### src/reset_stop_defines.vh
// Constants for the meter reset and stop control block
`ifndef RESET_STOP_DEFINES_VH
`define RESET_STOP_DEFINES_VH
// Run modes
`define MODE_RATE        2'h0
`define MODE_SQRT        2'h1
`define MODE_BATCH       2'h2
// Displayed measurement selection, rate and square-root modes
`define DISP_RATE        2'h0
`define DISP_AVG         2'h1
`define DISP_TOTAL       2'h2
`define DISP_TIME        2'h3
// Displayed measurement selection, batch mode
`define DISP_BATCH       2'h0
`define DISP_LOT         2'h1
// Clear trigger select values
`define TRIG_EDGE        1'h0
`define TRIG_LEVEL       1'h1
// Reset value and lot count step
`define ZERO_VALUE       32'h0000_0000
`define LOT_STEP         32'h0000_0001
// Stop re-press hold-off time in milliseconds, and clock rate in kHz
`define HALT_HOLD_MS     3000
`define CLK_KHZ          50000
`define HALT_HOLD_CYC    (`HALT_HOLD_MS * `CLK_KHZ)
`endif

### src/clear_input_cond.v
// Conditions one active-low clear input into an edge or level request
`timescale 1ns/100ps
`include "reset_stop_defines.vh"
module clear_input_cond (
    input  wire clk_sys,       // System clock
    input  wire rst,           // Synchronous reset, active high
    input  wire clear_n,       // Raw clear input, active low
    input  wire trigger_level, // 1 selects level mode
    output reg  request_ff     // Registered request
);
    reg sync1_ff;
    reg sync2_ff;
    reg prev_ff;
    // Two-stage synchroniser plus history for edge detection
    always @(posedge clk_sys) begin
        if (rst) begin
            sync1_ff   <= 1'b0;
            sync2_ff   <= 1'b0;
            prev_ff    <= 1'b0;
            request_ff <= 1'b0;
        end else begin
            sync1_ff   <= ~clear_n;
            sync2_ff   <= sync1_ff;
            prev_ff    <= sync2_ff;
            if (trigger_level == `TRIG_LEVEL)
                request_ff <= sync2_ff;
            else
                request_ff <= sync2_ff & ~prev_ff;
        end
    end
endmodule

### src/halt_hold_timer.v
// Counts the hold-off time after a stop before a second press may resume
`timescale 1ns/100ps
`include "reset_stop_defines.vh"
module halt_hold_timer #(
    parameter HOLD_CYC = `HALT_HOLD_CYC // Hold-off in clock cycles
) (
    input  wire clk_sys, // System clock
    input  wire rst,     // Synchronous reset, active high
    input  wire start,   // Pulse: begin the hold-off
    input  wire abort,   // Pulse: cancel the hold-off
    output reg  done_ff  // High once the hold-off has passed
);
    reg [31:0] count_ff;
    // Down-counter with sticky done flag
    always @(posedge clk_sys) begin
        if (rst || abort) begin
            count_ff <= 32'h0000_0000;
            done_ff  <= 1'b0;
        end else if (start) begin
            count_ff <= HOLD_CYC;
            done_ff  <= 1'b0;
        end else if (count_ff > 32'h0000_0001) begin
            count_ff <= count_ff - 32'h0000_0001;
        end else if (count_ff == 32'h0000_0001) begin
            count_ff <= 32'h0000_0000;
            done_ff  <= 1'b1;
        end
    end
endmodule

### src/meter_reset_stop_control.v
// Reset, clear and stop control for the flow meter
//
// Overview of operation
// - On power restore, copy stored settings to working memory, clear measurements.
// - Configuration reload clears measurements except time, then resumes run mode.
// - Reload on double reset press in configuration, or after last parameter saved.
// - Lockout bit 1 keeps setpoints in working memory only; 0 permits storing.
// - Reset after setpoint change while locked returns to run, shows not-saved message.
// - Primary clear is edge-triggered when select is 0, level when 1.
// - Rate or square-root mode: primary clear zeroes the total counter.
// - Rate mode: primary clear unlatches total alarm when both latch bits set.
// - Clear ends a pulsed alarm only if that setpoint has no pulse duration.
// - Rate mode: secondary clear restarts mean, unlatches setpoint 3 and 4 alarms.
// - Rate or square-root mode: secondary clear restarts hysteresis: below uses setpoint 3, above setpoint 4.
// - Rate or square-root mode: tertiary clear loads time from time preset.
// - Panel reset dispatched by displayed value unless disabled or configuring.
// - Batch mode: primary clear reloads batch with 0 or setpoint 3, increments lot.
// - Batch mode: external primary clear unlatches batch alarm if both latch bits set, cancels stop halt.
// - Batch mode: secondary clear sets lot to 0 or setpoint 4, unlatches lot alarms.
// - Batch mode: tertiary zeroes total, unlatches; loads time only if panel enabled.
// - Batch mode panel reset: preload batch, lot action, zero total, or time preset.
// - Auto clear enabled: internal primary clear reloads batch by count direction.
// - Batch mode: stop button forces setpoints active; second press after 3 s clears, resumes.
`timescale 1ns/100ps
`include "reset_stop_defines.vh"
module meter_reset_stop_control #(
    parameter W        = 32,             // Measurement word width
    parameter HOLD_CYC = `HALT_HOLD_CYC  // Stop re-press hold-off in cycles
) (
    input  wire         clk_sys,               // System clock, 50 MHz
    input  wire         rst,                   // Synchronous reset, active high
    input  wire         power_restored,        // Pulse: power has come back
    input  wire [1:0]   run_mode,              // Rate, square-root or batch
    input  wire [1:0]   display_sel,           // Displayed measurement
    input  wire         configuring,           // Configuration menu active
    input  wire         config_last_saved,     // Pulse: final parameter saved
    input  wire         setpoint_changed,      // Pulse: setpoint edited
    input  wire         panel_reset,           // Pulse: front reset button
    input  wire         stop_button,           // Pulse: front stop button
    input  wire         ext_stop,              // Pulse: external stop input
    input  wire         primary_clear_input_n, // Primary clear, active low
    input  wire         secondary_clear_input_n, // Secondary clear, active low
    input  wire         tertiary_clear_input_n,  // Tertiary clear, active low
    input  wire         clear_trigger_select,  // 0 edge, 1 level
    input  wire         latch_enable_bit_a,    // Latch enable, first bit
    input  wire         latch_enable_bit_b,    // Latch enable, second bit
    input  wire         panel_clear_disable,   // 1 disables panel reset dispatch
    input  wire         batch_direction,       // 1 batch counts down
    input  wire         lot_counter_direction, // 1 lot counts down
    input  wire         auto_clear_enable,     // 1 enables autoreset
    input  wire         auto_clear_trigger,    // Pulse: autoreset setpoint hit
    input  wire         halt_button_enable,    // 1 enables stop button
    input  wire         nv_store_lockout,      // 1 blocks nonvolatile store
    input  wire [4:0]   pulse_timed,           // Setpoint has a pulse duration
    input  wire         rate_alarm_below,      // Rate alarm active below
    input  wire [W-1:0] setpoint3_value,       // Setpoint 3 value
    input  wire [W-1:0] setpoint4_value,       // Setpoint 4 value
    input  wire [W-1:0] time_preset,           // Elapsed time preset
    input  wire [W-1:0] batch_preload_value,   // Batch panel preload
    input  wire [W-1:0] latest_rate,           // Latest rate sample
    input  wire [W-1:0] lot_count_in,          // Present lot count
    output reg          nv_load_ff,            // Copy stored settings to working
    output reg          nv_store_ff,           // Write setpoints to storage
    output reg          not_saved_message_ff,  // Show not-saved indication
    output reg          run_mode_enter_ff,     // Return to run mode
    output reg          clear_all_meas_ff,     // Clear all measurements
    output reg          clear_meas_keep_time_ff, // Clear all but elapsed time
    output reg          total_clear_ff,        // Zero total counter
    output reg          time_load_ff,          // Load elapsed time
    output reg  [W-1:0] time_value_ff,         // Value for time load
    output reg          mean_restart_ff,       // Load mean flow rate
    output reg  [W-1:0] mean_flow_rate_ff,     // New mean flow rate
    output reg          hyst_restart_ff,       // Restart rate hysteresis
    output reg  [2:0]   hyst_setpoint_ff,      // Setpoint used for hysteresis
    output reg          batch_load_ff,         // Load batch counter
    output reg  [W-1:0] batch_value_ff,        // Value for batch load
    output reg          lot_load_ff,           // Load lot count
    output reg  [W-1:0] lot_count_ff,          // Value for lot load
    output reg  [4:0]   unlatch_ff,            // Unlatch alarm per setpoint
    output reg  [4:0]   pulse_end_ff,          // End pulsed alarm per setpoint
    output reg          force_active_ff,       // Force all setpoints active
    output reg          halted_ff,             // Stop halt in force
    output reg          clear_alarms_ff        // Clear every alarm
);
    // Stop control states
    localparam ST_RUN  = 2'b00;
    localparam ST_HALT = 2'b01;

    wire req_a_ext;
    wire req_b_ext;
    wire req_c_ext;
    wire hold_done;
    reg  [1:0] stop_state_ff;
    reg  [1:0] nxt_stop_state;
    reg        cfg_press_ff;
    reg        sp_dirty_ff;
    reg        hold_start;
    reg        hold_abort;

    // Setpoints on total: 1,2 in rate modes; batch: 1..3; lot: 4; time: 5
    function [4:0] pulse_mask;
        input [4:0] sel;
        input [4:0] timed;
        begin
            pulse_mask = sel & ~timed;
        end
    endfunction

    // Input conditioning, one per external clear
    clear_input_cond u_cond_a (
        .clk_sys       (clk_sys),
        .rst           (rst),
        .clear_n       (primary_clear_input_n),
        .trigger_level (clear_trigger_select),
        .request_ff    (req_a_ext)
    );
    clear_input_cond u_cond_b (
        .clk_sys       (clk_sys),
        .rst           (rst),
        .clear_n       (secondary_clear_input_n),
        .trigger_level (clear_trigger_select),
        .request_ff    (req_b_ext)
    );
    clear_input_cond u_cond_c (
        .clk_sys       (clk_sys),
        .rst           (rst),
        .clear_n       (tertiary_clear_input_n),
        .trigger_level (clear_trigger_select),
        .request_ff    (req_c_ext)
    );

    halt_hold_timer #(
        .HOLD_CYC (HOLD_CYC)
    ) u_hold (
        .clk_sys (clk_sys),
        .rst     (rst),
        .start   (hold_start),
        .abort   (hold_abort),
        .done_ff (hold_done)
    );

    wire is_batch = (run_mode == `MODE_BATCH);
    wire is_rate  = (run_mode == `MODE_RATE);
    wire panel_ok = panel_reset & ~panel_clear_disable & ~configuring;

    // Panel dispatch by displayed measurement
    wire pan_rate  = panel_ok & ~is_batch & (display_sel == `DISP_RATE);
    wire pan_avg   = panel_ok & ~is_batch & (display_sel == `DISP_AVG);
    wire pan_total = panel_ok & (display_sel == `DISP_TOTAL);
    wire pan_time  = panel_ok & (display_sel == `DISP_TIME);
    wire pan_batch = panel_ok & is_batch & (display_sel == `DISP_BATCH);
    wire pan_lot   = panel_ok & is_batch & (display_sel == `DISP_LOT);

    // Merged action requests, one action however many sources
    wire act_a = req_a_ext | (pan_total & ~is_batch) |
                 (is_batch & auto_clear_enable & auto_clear_trigger);
    wire act_b = req_b_ext | pan_rate | pan_lot;
    wire act_c = req_c_ext | (pan_time & ~is_batch);
    wire mean_new = (req_b_ext & ~is_batch) | pan_avg;
    // Unlatching on a primary clear needs both latch enable bits
    wire latch_on = latch_enable_bit_a & latch_enable_bit_b;

    // Pulsed alarms a clear may end, those without a pulse duration
    wire [4:0] end_total = pulse_mask(5'h03, pulse_timed);
    wire [4:0] end_rate  = pulse_mask(5'h0C, pulse_timed);
    wire [4:0] end_batch = pulse_mask(5'h07, pulse_timed);

    // Configuration reload, power-on load and setpoint storage
    always @(posedge clk_sys) begin
        if (rst) begin
            nv_load_ff              <= 1'b0;
            nv_store_ff             <= 1'b0;
            not_saved_message_ff    <= 1'b0;
            run_mode_enter_ff       <= 1'b0;
            clear_all_meas_ff       <= 1'b0;
            clear_meas_keep_time_ff <= 1'b0;
            cfg_press_ff            <= 1'b0;
            sp_dirty_ff             <= 1'b0;
        end else begin
            nv_load_ff              <= 1'b0;
            nv_store_ff             <= 1'b0;
            run_mode_enter_ff       <= 1'b0;
            clear_all_meas_ff       <= 1'b0;
            clear_meas_keep_time_ff <= 1'b0;
            if (!configuring)
                cfg_press_ff <= 1'b0;
            // Power restore outranks a reload, a reload outranks storage
            if (power_restored) begin
                nv_load_ff        <= 1'b1;
                clear_all_meas_ff <= 1'b1;
                run_mode_enter_ff <= 1'b1;
                sp_dirty_ff       <= 1'b0;
            end else if (configuring &&
                         (config_last_saved || (panel_reset && cfg_press_ff))) begin
                nv_load_ff              <= 1'b1;
                clear_meas_keep_time_ff <= 1'b1;
                run_mode_enter_ff       <= 1'b1;
                cfg_press_ff            <= 1'b0;
            end else if (configuring && panel_reset) begin
                cfg_press_ff <= 1'b1;
            end else if (setpoint_changed) begin
                sp_dirty_ff          <= 1'b1;
                not_saved_message_ff <= 1'b0;
                nv_store_ff          <= ~nv_store_lockout;
            end else if (panel_reset && sp_dirty_ff) begin
                sp_dirty_ff       <= 1'b0;
                run_mode_enter_ff <= 1'b1;
                if (nv_store_lockout)
                    not_saved_message_ff <= 1'b1;
                else
                    nv_load_ff <= 1'b1;
            end else if (panel_reset) begin
                not_saved_message_ff <= 1'b0;
            end
        end
    end

    // Clear actions on measurements and alarms
    always @(posedge clk_sys) begin
        if (rst) begin
            total_clear_ff    <= 1'b0;
            time_load_ff      <= 1'b0;
            time_value_ff     <= `ZERO_VALUE;
            mean_restart_ff   <= 1'b0;
            mean_flow_rate_ff <= `ZERO_VALUE;
            hyst_restart_ff   <= 1'b0;
            hyst_setpoint_ff  <= 3'h0;
            batch_load_ff     <= 1'b0;
            batch_value_ff    <= `ZERO_VALUE;
            lot_load_ff       <= 1'b0;
            lot_count_ff      <= `ZERO_VALUE;
            unlatch_ff        <= 5'h00;
            pulse_end_ff      <= 5'h00;
        end else begin
            total_clear_ff  <= 1'b0;
            time_load_ff    <= 1'b0;
            mean_restart_ff <= 1'b0;
            hyst_restart_ff <= 1'b0;
            batch_load_ff   <= 1'b0;
            lot_load_ff     <= 1'b0;
            unlatch_ff      <= 5'h00;
            pulse_end_ff    <= 5'h00;
            // Time value follows the preset, so every load takes the latest one
            time_value_ff   <= time_preset;
            if (!is_batch) begin
                if (act_a) begin
                    total_clear_ff <= 1'b1;
                    if (is_rate && latch_on)
                        unlatch_ff[1:0] <= 2'b11;
                    pulse_end_ff[1:0] <= end_total[1:0];
                end
                if (act_b) begin
                    hyst_restart_ff  <= 1'b1;
                    hyst_setpoint_ff <= rate_alarm_below ? 3'h3 : 3'h4;
                    if (is_rate)
                        unlatch_ff[3:2] <= 2'b11;
                    pulse_end_ff[3:2] <= end_rate[3:2];
                end
                if (mean_new && is_rate) begin
                    mean_restart_ff   <= 1'b1;
                    mean_flow_rate_ff <= latest_rate;
                end
                if (act_c)
                    time_load_ff <= 1'b1;
            end else begin
                if (act_a) begin
                    batch_load_ff  <= 1'b1;
                    batch_value_ff <= batch_direction ? setpoint3_value : `ZERO_VALUE;
                    lot_load_ff    <= 1'b1;
                    lot_count_ff   <= lot_count_in + `LOT_STEP;
                    if (latch_on && !auto_clear_trigger)
                        unlatch_ff[2:0] <= 3'b111;
                    pulse_end_ff[2:0] <= end_batch[2:0];
                end else if (pan_batch) begin
                    batch_load_ff  <= 1'b1;
                    batch_value_ff <= batch_preload_value;
                end
                if (act_b) begin
                    lot_load_ff  <= 1'b1;
                    lot_count_ff <= lot_counter_direction ? setpoint4_value : `ZERO_VALUE;
                    unlatch_ff[3] <= 1'b1;
                    pulse_end_ff[3] <= ~pulse_timed[3];
                end
                if (req_c_ext || pan_total) begin
                    total_clear_ff <= 1'b1;
                    unlatch_ff[3]  <= 1'b1;
                end
                if ((req_c_ext && !panel_clear_disable) || pan_time)
                    time_load_ff <= 1'b1;
                if (panel_ok)
                    unlatch_ff <= 5'h1F;
            end
        end
    end

    // Stop state machine, batch mode only
    always @* begin
        nxt_stop_state = stop_state_ff;
        hold_start     = 1'b0;
        hold_abort     = 1'b0;
        case (stop_state_ff)
            ST_RUN: begin
                if (is_batch && ((stop_button && halt_button_enable) || ext_stop)) begin
                    nxt_stop_state = ST_HALT;
                    hold_start     = 1'b1;
                end
            end
            // A primary clear ends the halt at once, a stop press only after hold-off
            ST_HALT: begin
                if (is_batch && req_a_ext) begin
                    nxt_stop_state = ST_RUN;
                    hold_abort     = 1'b1;
                end else if (stop_button && hold_done) begin
                    nxt_stop_state = ST_RUN;
                    hold_abort     = 1'b1;
                end
            end
            default: begin
                nxt_stop_state = ST_RUN;
            end
        endcase
    end

    // Stop state register and its outputs
    always @(posedge clk_sys) begin
        if (rst) begin
            stop_state_ff   <= ST_RUN;
            force_active_ff <= 1'b0;
            halted_ff       <= 1'b0;
            clear_alarms_ff <= 1'b0;
        end else begin
            stop_state_ff   <= nxt_stop_state;
            force_active_ff <= (nxt_stop_state == ST_HALT);
            halted_ff       <= (nxt_stop_state == ST_HALT);
            clear_alarms_ff <= (stop_state_ff == ST_HALT) && (nxt_stop_state == ST_RUN)
                               && stop_button;
        end
    end
endmodule

### config.mk
export PLATFORM = sky130hd
export DESIGN_NAME = meter_reset_stop_control
export DESIGN_NICKNAME = d
export VERILOG_FILES = /design/src/clear_input_cond.v /design/src/halt_hold_timer.v /design/src/meter_reset_stop_control.v
export VERILOG_INCLUDE_DIRS = /design/src
export SDC_FILE = /design/constraint.sdc
export NUM_CORES = 1
export LEC_CHECK = 0
export BUFFER_PORTS_ARGS = -buffer_cell sky130_fd_sc_hd__buf_2
export CAP_MARGIN = 20
export CELL_PAD_IN_SITES_DETAIL_PLACEMENT = 1
export CELL_PAD_IN_SITES_GLOBAL_PLACEMENT = 2
export CORE_AREA = 2 2 181 183
export DETAILED_ROUTE_END_ITERATION = 12
export DIE_AREA = 0 0 183 185
export PLACE_DENSITY = 0.94
export SLEW_MARGIN = 10
export SYNTH_ARGS = -nofsm -noshare
export SYNTH_HDL_FRONTEND = slang
export SYNTH_SLANG_ARGS = --single-unit
### constraint.sdc
create_clock -name clk_sys -period 4.1 [get_ports clk_sys]
set_input_delay 1.025 -clock clk_sys [delete_from_list [all_inputs] [get_ports clk_sys]]
set_output_delay 1.025 -clock clk_sys [all_outputs]
set_load 0.03 [all_outputs]
==> impl_metrics.csv <==
group,metric,value,unit
detailed_routing,wire_per_inst,18.4,µm
grt,grt_max_degree,79,
worst_hold_path,min_to,"u_cond_c.request_ff$_SDFF_PP0_",
clock_network,cts_tree,"built",
clock_network,clkTransAtPathRegs,0.06,ns
sta,finalHoldViolCount,0,
detailed_routing,ant_nets,0,
detailed_routing,dr.pass1.iters,4,
clock_network,insertion_delay,0.53,ns
detailed_routing,viasPerCell,5.01,
worst_hold_path,min_path_cells,1,
floorplan,die_area,0.0339,mm²
placement,place_congestion,0.816,
critical_path,rr_worst_depth,5,
worst_hold_path,hold_path.class,"reg2reg",
grt,grt_pass1_wl,51000,µm
logic_synthesis,synth_seq_cells,201,
logic_synthesis,synth_area,0.00880,mm²
critical_path,reg2reg_to,"u_hold.count_ff[20]$_SDFFE_PP0P_",
clock_network,post-cts-setup-buffers,0,
power,p_per_area,539,mW/mm²
cells_and_area,drive_gt1_share,33.7,%
logic_synthesis,synth_edf_count,0,
critical_path,worstPathMaxFanout,13,
clock_network,cts_sinks,201,
floorplan,die_h,185,µm
sta,tightest_slew,0.899,ns
floorplan,ioPinCount,380,
cells_and_area,layout_common_cells,"buf_2, dfxtp_1, nand2_1",
power,peakVddDrop,0.000337,V
sta,rsz0062_at_grt,"no",
critical_path,endpoint_kind,"flop",
detailed_routing,met1_length,14100,µm
floorplan,coreArea,0.0320,mm²
logic_synthesis,ys_seq_area_share,45.7,%
detailed_routing,drc,0,
detailed_routing,top_layer,"met5",
clock_network,ctsHoldBuffers,0,
floorplan,die_w,183,µm
cells_and_area,nNetsFinal,1627,
clock_network,cts_root_buf,"clkbuf_16",
grt,track_usage,18.9,%
floorplan,rows,66,
sta,slew_violations,0,
run,maxCapViolCount,0,
critical_path,worstPathRequired,4.49,ns
power,cellLeakagePower,5.07,nW
placement,hpwl,24700,µm
detailed_routing,first_iter_violations,320,
grt,grt_overflow,0,
placement,portBuffers,377,
grt,antenna_found_initial,10,
outcome,status,"finished, final reports clean",
logic_synthesis,synthCells,1060,
worst_hold_path,holdCritStartpoint,"u_cond_c.prev_ff$_SDFF_PP0_",
clock_network,cts_buffer_depth,3,
logic_synthesis,ys_async_sr_fraction,0,%
detailed_routing,met3WireLength,2100,µm
sta,timing.final.crit_share,67.0,%
cells_and_area,syn_to_final_growth,35.0,%
sta,final.setup_skew,0.00834,ns
critical_path,reg2reg_slack,1.35,ns
clock_network,cts-resized-gates,0,
detailed_routing,num_vias,9192,
clock_network,h-tree-depth,1,
cells_and_area,layout_commonest_cell,"buf_2",
sta,setup_viol,0,
sta,slew_headroom,39.9,%
critical_path,crit_arrival,3.14,ns
clock_network,cts_buffers,24,
detailed_routing,wl,33700,µm
logic_synthesis,synth_area_per_cell,8.30,µm²
floorplan,start_util,27.5,%
sta,fmax,364,MHz
critical_path,critical_path_class,"reg2reg",
logic_synthesis,ys.flop_type,"dfxtp_1",
sta,whs,0.425,ns
detailed_routing,dr_wl_met2,16400,µm
grt,first_global_vias,9392,
critical_path,cp-start-kind,"flop",
critical_path,reg2reg_from,"u_hold.count_ff[16]$_SDFFE_PP0P_",
logic_synthesis,yosys_warnings,0,
sta,min_period,2.75,ns
logic_synthesis,synth_cell_types,65,
sta,final.setup.tns,0,ns
-- routing by layer --
layer / GRT usage, % / up-vias
met4: 7.78 / 6
met5: 0 / -
met1: 22.8 / 4393
li1: - / 4479
met3: 5.09 / 67
met2: 31.9 / 247
-- worst max-delay path, stage by stage (launching register included) --
cell     delay [ns]
dfxtp_1        0.34
or4_1          0.69
or4_4          0.57
nor2_1         0.70
or4_2          0.25
a31oi_1        0.07
-- state kept, by name, indices dropped and copies added, names as in the netlist, 2 cells and up --
name,cells
batch_value_ff,32
time_value_ff,32
lot_count_ff,32
pulse_end_ff,4
u_hold.count_ff,32
hyst_setpoint_ff,2
stop_state_ff,2
unlatch_ff,4
mean_flow_rate_ff,32
-- how the worst max path moves through the flow --
stage | start | end | cells after the start
floorplan | run_mode[1] | lot_count_ff[10]$_SDFFE_PP0P_ | 8
global placement | configuring | lot_count_ff[13]$_SDFFE_PP0P_ | 7
detailed placement | configuring | lot_count_ff[14]$_SDFFE_PP0P_ | 7
CTS | u_hold.count_ff[16]$_SDFFE_PP0P_ | u_hold.count_ff[13]$_SDFFE_PP0P_ | 5
global route | u_hold.count_ff[16]$_SDFFE_PP0P_ | u_hold.count_ff[27]$_SDFFE_PP0P_ | 5
finish | u_hold.count_ff[16]$_SDFFE_PP0P_ | u_hold.count_ff[20]$_SDFFE_PP0P_ | 5
-- synthesized netlist by cell type, types with 8 or more instances --
cell type	number	area share, %
nand2b_1	8	0.57
dfxtp_1	201	46
nor3_1	56	3.2
o21ai_0	29	1.6
a31oi_1	11	0.78
or4_1	15	1.3
o31ai_1	19	1.6
a211oi_1	38	3.2
o21a_1	10	0.85
nor4_1	14	1.0
clkbuf_1	65	2.8
nand3_1	36	2.0
nand4_1	13	0.92
nor2b_1	44	3.1
a21oi_1	80	4.6
nand2_1	131	5.6
a311oi_1	21	2.1
xnor2_1	12	1.2
nor2_1	116	4.9
inv_1	14	0.60
-- cell type report --
class | count | area, µm²
sequential | 201 | 4020
tap | 408 | 510
clock buffer | 31 | 657
clock inverter | 10 | 170
fill | 3937 | 20200
antenna | 10 | 25.0
inverter | 14 | 52.6
multi-input combinational | 764 | 4400
timing repair buffer | 395 | 2040
-- power breakdown --
part           switching, mW  total (mW)  internal, mW  leakage, nW
clock network          0.873        2.25          1.38        0.398
registers              0.167        2.31          2.14         1.64
logic                   1.13        1.84         0.711         3.02
-- kinds of logic after synthesis --
group,Yosys count,share of synthesized area (%)
xor+xnor,17,1.69
fa+ha+maj,3,0.427
buf+inv,96,4.69
mux,1,0.114
compound gates,256,19.5
other cells,1,0.0426
flops,201,45.7
simple gates,485,27.8
-- stage by stage --
| stage | cell area, µm² | util, % | setup slack [ns] | cells | power [mW] |
|---|---|---|---|---|---|
| 2_1_floorplan | 8800 | - | 1.18 | 1061 | 3.67 |
| 3_3_place_gp | 11000 | 34.4 | 0.936 | 1781 | 4.08 |
| 3_5_place_dp | 11000 | 34.4 | 0.809 | 1781 | 4.16 |
| 4_1_cts | 11800 | 37.0 | 1.14 | 1822 | 6.46 |
| 5_1_grt | 11900 | 37.0 | 1.16 | 1829 | 6.77 |
| 6_report | 11900 | 37.1 | 1.35 | 1833 | 6.40 |
(Power assumes the default switching activity.)
